### config.mk
export PLATFORM = sky130hd
export DESIGN_NAME = battery_protect_fsm
export DESIGN_NICKNAME = d
export VERILOG_FILES = /design/src/include/battery_protect_pkg.sv /design/src/hdl/comparator_sync.sv /design/src/hdl/battery_protect_fsm.sv
export SDC_FILE = /design/constraint.sdc
export NUM_CORES = 1
export LEC_CHECK = 0
export BUFFER_PORTS_ARGS = -buffer_cell sky130_fd_sc_hd__buf_2
export CORE_MARGIN = 2
export CORE_UTILIZATION = 64
export DETAILED_ROUTE_END_ITERATION = 6
export MAX_ROUTING_LAYER = met4
export PLACE_DENSITY = 0.82
export SLEW_MARGIN = 5
export SYNTH_ARGS = -nofsm -noshare
export SYNTH_HDL_FRONTEND = slang
export SYNTH_SLANG_ARGS = --single-unit
### constraint.sdc
create_clock -name clock_i -period 5.9 [get_ports clock_i]
set_clock_uncertainty 0.05 [all_clocks]
set_input_delay 0.59 -clock clock_i [delete_from_list [all_inputs] [get_ports clock_i]]
set_output_delay 0.59 -clock clock_i [all_outputs]
set_load 0.005 [all_outputs]
### src/include/battery_protect_pkg.sv
package battery_protect_pkg;

    // ---------------------------------------------------------------
    // clocking and delay base
    // ---------------------------------------------------------------
    localparam int CLK_HZ = 50_000_000;
    localparam int TICK_US = 10;
    localparam int PRESCALE_CYCLES = CLK_HZ / 1_000_000 * TICK_US;
    localparam int PRESCALE_W = 12;
    localparam int TICK_W = 20;

    // ---------------------------------------------------------------
    // delay times in microseconds
    // ---------------------------------------------------------------
    localparam int OVCH_DET_US = 1_000_000;
    localparam int OVCH_REL_US = 16_000;
    localparam int OVDS_DET_US = 128_000;
    localparam int OVDS_REL_US = 1_200;
    localparam int DOC_DET_US = 12_000;
    localparam int DOC_REL_US = 1_200;
    localparam int SHORT_DET_US = 300;
    localparam int COC_DET_US = 8_000;
    localparam int COC_REL_US = 1_200;

    // ---------------------------------------------------------------
    // delay counts in prescaler ticks and delay shorten divisor
    // ---------------------------------------------------------------
    localparam int OVCH_DET_TICKS = OVCH_DET_US / TICK_US;
    localparam int OVCH_REL_TICKS = OVCH_REL_US / TICK_US;
    localparam int OVDS_DET_TICKS = OVDS_DET_US / TICK_US;
    localparam int OVDS_REL_TICKS = OVDS_REL_US / TICK_US;
    localparam int DOC_DET_TICKS = DOC_DET_US / TICK_US;
    localparam int DOC_REL_TICKS = DOC_REL_US / TICK_US;
    localparam int SHORT_DET_TICKS = SHORT_DET_US / TICK_US;
    localparam int COC_DET_TICKS = COC_DET_US / TICK_US;
    localparam int COC_REL_TICKS = COC_REL_US / TICK_US;
    localparam int DS_DIVISOR = 16;

    // ---------------------------------------------------------------
    // comparator vector layout
    // ---------------------------------------------------------------
    localparam int SYNC_W = 11;
    localparam int IN_C1_OVCH = 0;
    localparam int IN_C2_OVCH = 1;
    localparam int IN_C1_OVDS = 2;
    localparam int IN_C2_OVDS = 3;
    localparam int IN_C1_ODREL = 4;
    localparam int IN_C2_ODREL = 5;
    localparam int IN_DOC = 6;
    localparam int IN_SHORT = 7;
    localparam int IN_COC = 8;
    localparam int IN_DS = 9;
    localparam int IN_CHARGER = 10;

    // ---------------------------------------------------------------
    // reset values
    // ---------------------------------------------------------------
    localparam logic GATE_RST = 1'h1;
    localparam logic PULLDOWN_RST = 1'h0;
    localparam logic STANDBY_RST = 1'h0;

    typedef enum logic [1:0] {OPT_A, OPT_B, OPT_C, OPT_D} option_t;

    typedef enum logic [2:0] {
        ST_NORMAL, ST_OVERCHARGE, ST_OVERDISCH, ST_DCH_OVERCUR, ST_CHG_OVERCUR
    } prot_state_t;

    typedef enum logic [3:0] {
        EV_NONE, EV_OVCH_DET, EV_OVCH_REL, EV_OVDS_DET, EV_OVDS_REL, EV_DOC_DET,
        EV_DOC_REL, EV_SHORT_DET, EV_COC_DET, EV_COC_REL, EV_SPLIT
    } delay_event_t;

endpackage

### src/hdl/comparator_sync.sv
`timescale 1ns/1ps
module comparator_sync
    import battery_protect_pkg::*;
#(
    parameter int W = SYNC_W
) (
    // clock and reset
    input wire logic clock_i,
    input wire logic reset_n_i,
    // raw comparator levels
    input wire logic [W-1:0] async_i,
    // synchronised levels
    output logic [W-1:0] sync_o
);

    // ---------------------------------------------------------------
    // two-stage synchroniser per bit
    // ---------------------------------------------------------------
    for (genvar i = 0; i < W; i++) begin : g_bit
        logic meta_q;
        logic stable_q;
        always_ff @(posedge clock_i or negedge reset_n_i) begin
            if (!reset_n_i) begin
                meta_q <= 1'h0;
                stable_q <= 1'h0;
            end else begin
                meta_q <= async_i[i];
                stable_q <= meta_q;
            end
        end
        assign sync_o[i] = stable_q;
    end

endmodule

### src/hdl/battery_protect_fsm.sv
`timescale 1ns/1ps
module battery_protect_fsm
    import battery_protect_pkg::*;
#(
    parameter option_t OPTION = OPT_A,
    parameter int PRESCALE = PRESCALE_CYCLES,
    parameter int OVCH_DET = OVCH_DET_TICKS,
    parameter int OVCH_REL = OVCH_REL_TICKS,
    parameter int OVDS_DET = OVDS_DET_TICKS,
    parameter int OVDS_REL = OVDS_REL_TICKS,
    parameter int DOC_DET = DOC_DET_TICKS,
    parameter int DOC_REL = DOC_REL_TICKS,
    parameter int SHORT_DET = SHORT_DET_TICKS,
    parameter int COC_DET = COC_DET_TICKS,
    parameter int COC_REL = COC_REL_TICKS,
    parameter int DS_DIV = DS_DIVISOR
) (
    // clock and reset
    input wire logic clock_i,
    input wire logic reset_n_i,
    // cell voltage comparators
    input wire logic cell1_overcharge_det_i,
    input wire logic cell2_overcharge_det_i,
    input wire logic cell1_overdischarge_det_i,
    input wire logic cell2_overdischarge_det_i,
    input wire logic cell1_od_release_det_i,
    input wire logic cell2_od_release_det_i,
    // current sense, delay shorten and charger comparators
    input wire logic discharge_overcurrent_det_i,
    input wire logic short_circuit_det_i,
    input wire logic charge_overcurrent_det_i,
    input wire logic delay_shorten_function_i,
    input wire logic charger_det_i,
    // gate drive and housekeeping
    output logic charge_gate_o,
    output logic discharge_gate_o,
    output logic sense_pulldown_en_o,
    output logic standby_o
);

    // ---------------------------------------------------------------
    // input synchronisation
    // ---------------------------------------------------------------
    logic [SYNC_W-1:0] raw_in;
    logic [SYNC_W-1:0] sync_in;

    assign raw_in[IN_C1_OVCH] = cell1_overcharge_det_i;
    assign raw_in[IN_C2_OVCH] = cell2_overcharge_det_i;
    assign raw_in[IN_C1_OVDS] = cell1_overdischarge_det_i;
    assign raw_in[IN_C2_OVDS] = cell2_overdischarge_det_i;
    assign raw_in[IN_C1_ODREL] = cell1_od_release_det_i;
    assign raw_in[IN_C2_ODREL] = cell2_od_release_det_i;
    assign raw_in[IN_DOC] = discharge_overcurrent_det_i;
    assign raw_in[IN_SHORT] = short_circuit_det_i;
    assign raw_in[IN_COC] = charge_overcurrent_det_i;
    assign raw_in[IN_DS] = delay_shorten_function_i;
    assign raw_in[IN_CHARGER] = charger_det_i;

    comparator_sync #(.W(SYNC_W)) u_sync (
        .clock_i(clock_i),
        .reset_n_i(reset_n_i),
        .async_i(raw_in),
        .sync_o(sync_in)
    );

    logic ovch_any;
    logic ovds_any;
    logic od_rel_both;
    logic load_s;
    logic short_s;
    logic coc_s;
    logic ds_s;
    logic charger_s;

    assign ovch_any = sync_in[IN_C1_OVCH] | sync_in[IN_C2_OVCH];
    assign ovds_any = sync_in[IN_C1_OVDS] | sync_in[IN_C2_OVDS];
    assign od_rel_both = sync_in[IN_C1_ODREL] & sync_in[IN_C2_ODREL];
    assign load_s = sync_in[IN_DOC];
    assign short_s = sync_in[IN_SHORT];
    assign coc_s = sync_in[IN_COC];
    assign ds_s = sync_in[IN_DS];
    assign charger_s = sync_in[IN_CHARGER];

    // ---------------------------------------------------------------
    // state and registered outputs
    // ---------------------------------------------------------------
    prot_state_t state_q;
    prot_state_t state_d;
    delay_event_t pend_q;
    delay_event_t pend_d;
    logic charge_gate_q;
    logic discharge_gate_q;
    logic pulldown_q;
    logic standby_q;
    logic charger_prev_q;
    logic [PRESCALE_W-1:0] presc_q;
    logic [TICK_W-1:0] elapsed_q;
    logic [TICK_W-1:0] limit_cur;
    logic shorten;
    logic fire;
    logic chg_rise;

    assign shorten = charge_gate_q & ds_s;
    assign chg_rise = charger_s & ~charger_prev_q;

    // ---------------------------------------------------------------
    // delay limits
    // ---------------------------------------------------------------
    function automatic logic [TICK_W-1:0] scaled(input int full, input logic short_en);
        int v;
        v = short_en ? full / DS_DIV : full;
        if (v < 1) begin
            v = 1;
        end
        return TICK_W'(v);
    endfunction

    always_comb begin
        unique case (pend_q)
            EV_OVCH_DET: limit_cur = scaled(OVCH_DET, shorten);
            EV_OVCH_REL: limit_cur = scaled(OVCH_REL, shorten);
            EV_OVDS_DET: limit_cur = scaled(OVDS_DET, shorten);
            EV_OVDS_REL: limit_cur = scaled(OVDS_REL, shorten);
            EV_DOC_DET: limit_cur = scaled(DOC_DET, 1'h0);
            EV_DOC_REL: limit_cur = scaled(DOC_REL, 1'h0);
            EV_SHORT_DET: limit_cur = scaled(SHORT_DET, 1'h0);
            EV_COC_DET: limit_cur = scaled(COC_DET, 1'h0);
            EV_COC_REL: limit_cur = scaled(COC_REL, 1'h0);
            // discharge gate turns back on in the same cycle as the charge gate drops
            EV_SPLIT: limit_cur = (OVDS_DET > OVCH_REL) ? scaled(OVDS_DET, 1'h0)
                                                        : scaled(OVCH_REL, 1'h0);
            default: limit_cur = '1;
        endcase
    end

    // ---------------------------------------------------------------
    // pending delay selection
    // ---------------------------------------------------------------
    always_comb begin
        pend_d = EV_NONE;
        unique case (state_q)
            ST_NORMAL: begin
                // current faults only with both gates on
                if (short_s) begin
                    pend_d = EV_SHORT_DET;
                end else if (load_s) begin
                    pend_d = EV_DOC_DET;
                end else if (coc_s) begin
                    pend_d = EV_COC_DET;
                end else if (ovch_any) begin
                    pend_d = EV_OVCH_DET;
                end else if (ovds_any) begin
                    pend_d = EV_OVDS_DET;
                end
            end
            ST_OVERCHARGE: begin
                // overdischarge, short and charge-current events ignored here
                if (!ovch_any && load_s && !charger_s) begin
                    pend_d = EV_OVCH_REL;
                end
            end
            ST_OVERDISCH: begin
                if (OPTION == OPT_C && charger_s && ovch_any) begin
                    pend_d = EV_SPLIT;
                end else if (charger_s && !ovds_any) begin
                    pend_d = EV_OVDS_REL;
                end else if (OPTION == OPT_A && od_rel_both) begin
                    pend_d = EV_OVDS_REL;
                end
            end
            ST_DCH_OVERCUR: begin
                if (!load_s) begin
                    pend_d = EV_DOC_REL;
                end
            end
            ST_CHG_OVERCUR: begin
                if (!charger_s && load_s) begin
                    pend_d = EV_COC_REL;
                end
            end
        endcase
    end

    assign fire = (pend_q == pend_d) && (pend_q != EV_NONE) && (elapsed_q >= limit_cur);

    // ---------------------------------------------------------------
    // shared prescaled delay counter
    // ---------------------------------------------------------------
    always_ff @(posedge clock_i or negedge reset_n_i) begin
        if (!reset_n_i) begin
            pend_q <= EV_NONE;
            presc_q <= '0;
            elapsed_q <= '0;
        end else begin
            pend_q <= pend_d;
            // a change of condition restarts the count
            if (pend_d != pend_q) begin
                presc_q <= '0;
                elapsed_q <= '0;
            end else if (presc_q == PRESCALE_W'(PRESCALE - 1)) begin
                presc_q <= '0;
                if (elapsed_q != '1) begin
                    elapsed_q <= elapsed_q + 1'h1;
                end
            end else begin
                presc_q <= presc_q + 1'h1;
            end
        end
    end

    // ---------------------------------------------------------------
    // next state
    // ---------------------------------------------------------------
    always_comb begin
        state_d = state_q;
        if (state_q == ST_OVERDISCH && chg_rise && !ovds_any) begin
            state_d = ST_NORMAL;
        end else if (fire) begin
            unique case (pend_q)
                EV_SHORT_DET, EV_DOC_DET: state_d = ST_DCH_OVERCUR;
                EV_COC_DET: state_d = ST_CHG_OVERCUR;
                EV_OVCH_DET: state_d = ST_OVERCHARGE;
                EV_OVDS_DET: state_d = ST_OVERDISCH;
                EV_SPLIT: state_d = ST_OVERCHARGE;
                default: state_d = ST_NORMAL;
            endcase
        end
    end

    always_ff @(posedge clock_i or negedge reset_n_i) begin
        if (!reset_n_i) begin
            state_q <= ST_NORMAL;
            charger_prev_q <= 1'h0;
        end else begin
            state_q <= state_d;
            charger_prev_q <= charger_s;
        end
    end

    // ---------------------------------------------------------------
    // gate drive, pull-down and standby
    // ---------------------------------------------------------------
    always_ff @(posedge clock_i or negedge reset_n_i) begin
        if (!reset_n_i) begin
            charge_gate_q <= GATE_RST;
            discharge_gate_q <= GATE_RST;
            pulldown_q <= PULLDOWN_RST;
            standby_q <= STANDBY_RST;
        end else begin
            // each transition moves one gate only, except EV_SPLIT, which moves both
            charge_gate_q <= !(state_d inside {ST_OVERCHARGE, ST_CHG_OVERCUR});
            discharge_gate_q <= !(state_d inside {ST_OVERDISCH, ST_DCH_OVERCUR});
            pulldown_q <= (state_d == ST_DCH_OVERCUR);
            standby_q <= (state_d == ST_OVERDISCH);
        end
    end

    assign charge_gate_o = charge_gate_q;
    assign discharge_gate_o = discharge_gate_q;
    assign sense_pulldown_en_o = pulldown_q;
    assign standby_o = standby_q;
endmodule

Yosys cells after proc, flatten, opt, wreduce, memory -nomap -nowiden
Cells that the tools add are included.

operators by class
  add/subtract/negate cells = 2
  multipliers = 0
  $lt $le $gt $ge = 5
  multiplexer cells = 28
  eq/ne operators = 22
  shift operators = 0
  reduce and logical (&&, ||, !) cells = 23
  bitwise gates (word level) = 6
  div/mod/pow operators = 0

operators by type and width
  kind                                                 count
  case mux 20 bit (9 select lines)                     1
  two-way mux 20 bit                                   3
  two-way mux 17 bit                                   2
  two-way mux 14 bit                                   2
  two-way mux 12 bit                                   2
  two-way mux 11 bit                                   2
  adder 20 x 1 -> 20 bit, second input constant        1
  greater-or-equal comparator 20 bit                   1
  != test 20 bit, second input constant                1
  case mux 4 bit (5 select lines)                      1
  < comparator 17 x 1 -> 1 bit, second input constant  1
  == test 4 x 3 -> 1 bit, second input constant        4
  two-way mux 4 bit                                    4
  two-way mux 3 bit                                    5
  < comparator 14 x 1 -> 1 bit, second input constant  1
  two-way mux 7 bit                                    2
  adder 12 x 1 -> 12 bit, second input constant        1
  == test 12 x 9 -> 1 bit, second input constant       1
  == test 3 x 2 -> 1 bit, second input constant        4
  == test 4 bit, second input constant                 3
  case mux 3 bit (4 select lines)                      1
  < comparator 11 x 1 -> 1 bit, second input constant  1
  == test 4 x 2 -> 1 bit, second input constant        2
  logical AND 1 bit                                    8
  16 further kinds                                     32

word-level totals
  register bits after elaboration = 66
  RAM bits = 0
  output and inout bits = 4
  ROM bits = 0
  input bits = 13
  memories = 0
  bits in latches = 0
  logic and storage cells = 117

Depth between registers and ports, before layout
  word-level depth = 15
  mapped depth = 14
  gate-level depth less buffers = 13

Modules after synthesis
A second synthesis with hierarchy kept.

second synthesis, totals
  cell total of the unflattened synthesis = 407
  area, all modules = 3,751.1 µm²

by module, submodules not included
  module               instances  area an instance (µm²)  cells an instance
  battery_protect_fsm  1          3,118.0                 374
  comparator_sync      1          633.1                   33

Worst setup path after synthesis
OpenSTA, ideal clock, no wires.

  path type = register -> register
  start point = reg pend_q[0]
  end point = reg state_q[1]
  library setup time = 0.118 ns
  arrival = 2.920 ns
  clock period less this slack = 3.088 ns
  cell stages (with the launch flop) = 14
  path buffers = 2
  path slack = 2.812 ns
  cell sequence = dfrtp_1 > clkbuf_1 > buf_1 > a21oi_1 > nor2_1 > nor2_1 > ha_1 > and3_1 > a221o_1 > a221oi_1 > o31ai_1 > a2bb2oi_1 > and4_4 > a21o_1

on the way
  longest elaborated chain between the ends = 7
  elaborated cells on any way between the ends = 22
  classes of those cells = order compare (1); eq/ne (11); mux (4); reduce/logical (6)

ends and longest elaborated chain
  element                                                  line                        source
  start, declared                                          battery_protect_fsm.sv:89   delay_event_t pend_q;
  start signal, assigned                                   battery_protect_fsm.sv:195  pend_q <= pend_d;
  == test 4 bit or == test 4 x 3 -> 1 bit (tied branches)  battery_protect_fsm.sv:119  unique case (pend_q)
  OR reduction 2 bit (no line)                             -
  case mux 20 bit (9 select lines)                         battery_protect_fsm.sv:119
  greater-or-equal comparator 20 bit                       battery_protect_fsm.sv:184  assign fire = (pend_q == pend_d) && (pend_q != EV_NONE) && (elapsed_q >= limit_cur);
  logical AND 1 bit                                        battery_protect_fsm.sv:184
  two-way mux 3 bit (*)                                    battery_protect_fsm.sv:218  end else if (fire) begin
  two-way mux 3 bit (*)                                    battery_protect_fsm.sv:216  if (state_q == ST_OVERDISCH && chg_rise && !ovds_any) begin
  net state_d[1]                                           battery_protect_fsm.sv:88   prot_state_t state_d;
  end signal, assigned                                     battery_protect_fsm.sv:235  state_q <= state_d;
  end, declared                                            battery_protect_fsm.sv:87   prot_state_t state_q;

The timed path passes the listed nets; every way through them passes the cells marked *.
A chain may end at the register's enable or synchronous reset.

Worst setup path in the final report
  start point = reg pend_q[3]
  end point = reg standby_q (netlist: standby_o)

on the way
  longest elaborated chain between the ends = 8
  elaborated cells on any way between the ends = 23
  classes of those cells = order compare (1); eq/ne (12); mux (4); reduce/logical (6)

ends and longest elaborated chain
  element                                                  line                        source
  == test 4 bit or == test 4 x 3 -> 1 bit (tied branches)  battery_protect_fsm.sv:119
  OR reduction 2 bit (no line)                             -
  case mux 20 bit (9 select lines)                         battery_protect_fsm.sv:119
  greater-or-equal comparator 20 bit                       battery_protect_fsm.sv:184
  logical AND 1 bit                                        battery_protect_fsm.sv:184
  two-way mux 3 bit (*)                                    battery_protect_fsm.sv:218
  two-way mux 3 bit (*)                                    battery_protect_fsm.sv:216
  == test 3 x 2 -> 1 bit (*)                               battery_protect_fsm.sv:254  standby_q <= (state_d == ST_OVERDISCH);
  end signal, assigned                                     battery_protect_fsm.sv:254
  end, declared                                            battery_protect_fsm.sv:94   logic standby_q;

Every way passes the cells marked *; elsewhere a longest branch is shown, timed or not.

==> key figures <==
Outcome
  • Status: finished, final reports clean

Synthesis
  • Cells after Synth: 394
  • Post-Syn Nets: 429
  • Sequential area share after synthesis: 43.8%
  • Synth warn: 0
  • Yosys reg bits: 66
  • Main synth FF type: dfrtp_1
  • Syn_area_per_cell: 9.58 µm²
  • EDFF count, synth: 0
  • Netlist cell types: 63
  • Cell area after synthesis: 0.00377 mm²
  • Async SR Flop Fraction: 100%

Floorplan
  • DIE WIDTH: 80.8 µm
  • Core Region: 0.00561 mm²
  • I/O pin cnt: 17
  • Chip height: 80.8 µm
  • Die Area: 0.00653 mm²
  • Initial core utilization: 67.3%
  • Cell Rows: 27

STA
  • Count of final max-slew check failures: 0
  • Final Hold Viols: 0
  • Setup TNS: 0 ns
  • Worst Max-Slew Pin Slew: 1.02 ns
  • Max-slew headroom: 31.7%
  • Setup violations, final: 0
  • Setup repair after global routing missed its margin: no
  • Post-route minimum period: 3.70 ns
  • WHS: 0.290 ns
  • Crit share post-route: 62.6%
  • Fmax: 271 MHz

Clock tree
  • CTS sink cnt: 66
  • Clock buffer depth: 2
  • Clk_lat worst skew: 0.35 ns
  • Hold-fix buffers, CTS: 0
  • Clock slew at reported path FFs: 0.08 ns
  • Clk root buf: clkbuf_8
  • Post-CTS Setup Inserts: 0
  • Post-CTS sizing: 0
  • H-tree Lvls: 3
  • CTS tree: built
  • CTS buffer count: 9

Finish
  • Most frequent cells in the layout: dfrtp_1, nor2_1, nand2_1
  • Footprint of the multi-input gates: 0.00195 mm²
  • Share of cells above drive strength 1: 12.0%
  • Area Growth Syn to Fin: 6.73%
  • Ant diodes: 0
  • Commonest non-fill, non-tap cell in the layout: dfrtp_1
  • Fill cells: 440
  • Fin cells: 481
  • Final instance area: 0.00403 mm²
  • Reg area: 0.00165 mm²
  • Layout Nets: 439

Drt
  • Drt drc: 0
  • DR top layer: met4
  • Routed Wire Length: 7560 µm
  • Post-Route M1 WL: 3510 µm
  • Wire length per cell: 15.7 µm
  • Drt initial violations: 287
  • WL met2: 3570 µm
  • Met3 routed wirelength: 332 µm
  • Post-route ant nets: 0
  • Vias per inst: 6.11
  • First-pass DRT Iterations: 5
  • Vias after detailed routing: 2939

Global route
  • Initial antenna violation count: 0
  • First-pass GRT wire length: 13000 µm
  • Largest net degree at the start of global routing: 67
  • Vias in the first global route: 2811
  • Total track usage: 27.0%
  • Congestion Overflow GR: 0

Setup path
  • Critical path class: register to register
  • RR Startpoint: pend_q[3]
  • R2R setup slack: 2.20 ns
  • Reg2Reg Depth: 11
  • R2r endpoint: standby_o
  • Startpoint types: register
  • Crit path max fanout: 24
  • Critical path capture point type: register
  • Worst Path Required: 6.10 ns
  • CP Data Arrival Time: 3.90 ns

Pwr
  • Static leakage: 0.00174 µW
  • Power Density: 234 mW/mm²
  • Max VDD drop: 0.210 mV
  • Total Power: 941 µW

Placed design
  • Placed Cells: 465
  • # port buffers: 16
  • Post-DP HPWL: 5210 µm
  • Post-DP Area: 0.00382 mm²
  • Routability cong.: 0.930

Min path
  • Min-Delay Path Depth: 1
  • Worst hold start: cell2_overcharge_det_i
  • Hold path endpoint: u_sync.g_bit[1].meta_q
  • Hold Path Class: input pin to register

Run
  • Max Cap Violations: 0
==> state kept, by name (all words and copies together), names as in the netlist <==
| register | count |
|---|---|
| elapsed_q | 20 |
| presc_q | 12 |
| u_sync.g_bit.meta_q | 11 |
| u_sync.g_bit.stable_q | 11 |
| pend_q | 4 |
| state_q | 3 |
| charge_gate_o | 1 |
| charger_prev_q | 1 |
| discharge_gate_o | 1 |
| sense_pulldown_en_o | 1 |
| standby_o | 1 |
==> layer usage <==
| metal | GRT usage [%] | up-vias |
|---|---|---|
| li1 | - | 1439 |
| met1 | 35.6 | 1409 |
| met2 | 41.6 | 72 |
| met3 | 5.78 | 19 |
| met4 | 9.83 | 0 |
| met5 | - | - |
==> cell usage after synthesis, types with 3 or more instances <==
library cell,n,share of area [%]
nand3_1,18,2.4
buf_6,4,1.2
dfrtp_1,64,42
nor2_1,57,5.7
nand2_1,26,2.6
o21ai_0,18,2.4
inv_1,11,1.1
xnor2_1,17,3.9
nor4_1,4,0.66
clkbuf_8,3,1.1
a21o_1,4,0.80
a211oi_1,4,0.80
and3_1,6,0.99
o22ai_1,6,0.99
a21oi_1,24,3.2
clkbuf_1,8,0.80
ha_1,22,7.3
a31oi_1,4,0.66
xor2_1,10,2.3
or3_1,4,0.66
nand4_1,8,1.3
mux2i_1,7,1.9
nor3_1,11,1.5
a22oi_1,3,0.60
o31ai_1,3,0.60
==> stage by stage <==
step	utilization, %	worst slack [ns]
2_1_floorplan	-	2.81
3_3_place_gp	68.1	2.40
3_5_place_dp	68.1	2.31
4_1_cts	71.8	2.28
5_1_grt	71.8	1.90
6_report	71.8	2.20
==> report_power, final <==
group          leakage, µW  internal [µW]  switching, µW
logic             0.000790           26.3           49.1
clock network    0.0000984            201            189
registers         0.000850            463           13.1
==> how the worst max path moves through the flow <==
stage	start	cells after the start	end
floorplan	pend_q[0]	13	state_q[1]
global placement	pend_q[3]	11	standby_o
detailed placement	pend_q[3]	11	standby_o
CTS	pend_q[3]	11	standby_o
global route	pend_q[3]	11	standby_o
finish	pend_q[3]	11	standby_o
==> cells by family after synthesis <==
logic type	count (synthesis)	synth area share, %
buffers and inverters	29	4.54
DFF	66	43.8
AOI/OAI and AO/OA	86	15.2
muxes	7	1.86
xor gates and xnor gates	27	6.27
and+or+nand+nor	157	21.1
adders and majority gates	22	7.29
==> worst max-delay path, stage by stage, from the launching register on <==
cell and delay, ns:
dfrtp_1 0.81, inv_1 0.32, nor2_1 0.26, nor2_1 0.13
ha_1 0.33, and3_1 0.16, a221o_1 0.34, a221oi_1 0.33
o31ai_1 0.16, o21bai_1 0.25, nor2_1 0.14, o31ai_1 0.31
==> layout make-up <==
type | instances | share of cell area [%]
Sequential cell | 66 | 41.1
Clock inverter | 7 | 2.05
Clock buffer | 9 | 3.08
Multi-Input combinational cell | 299 | 48.4
Tap cell | 72 | 2.24
Timing Repair Buffer | 17 | 2.17
Inverter | 11 | 1.03
No activity file was read; power rests on OpenSTA's default activity.
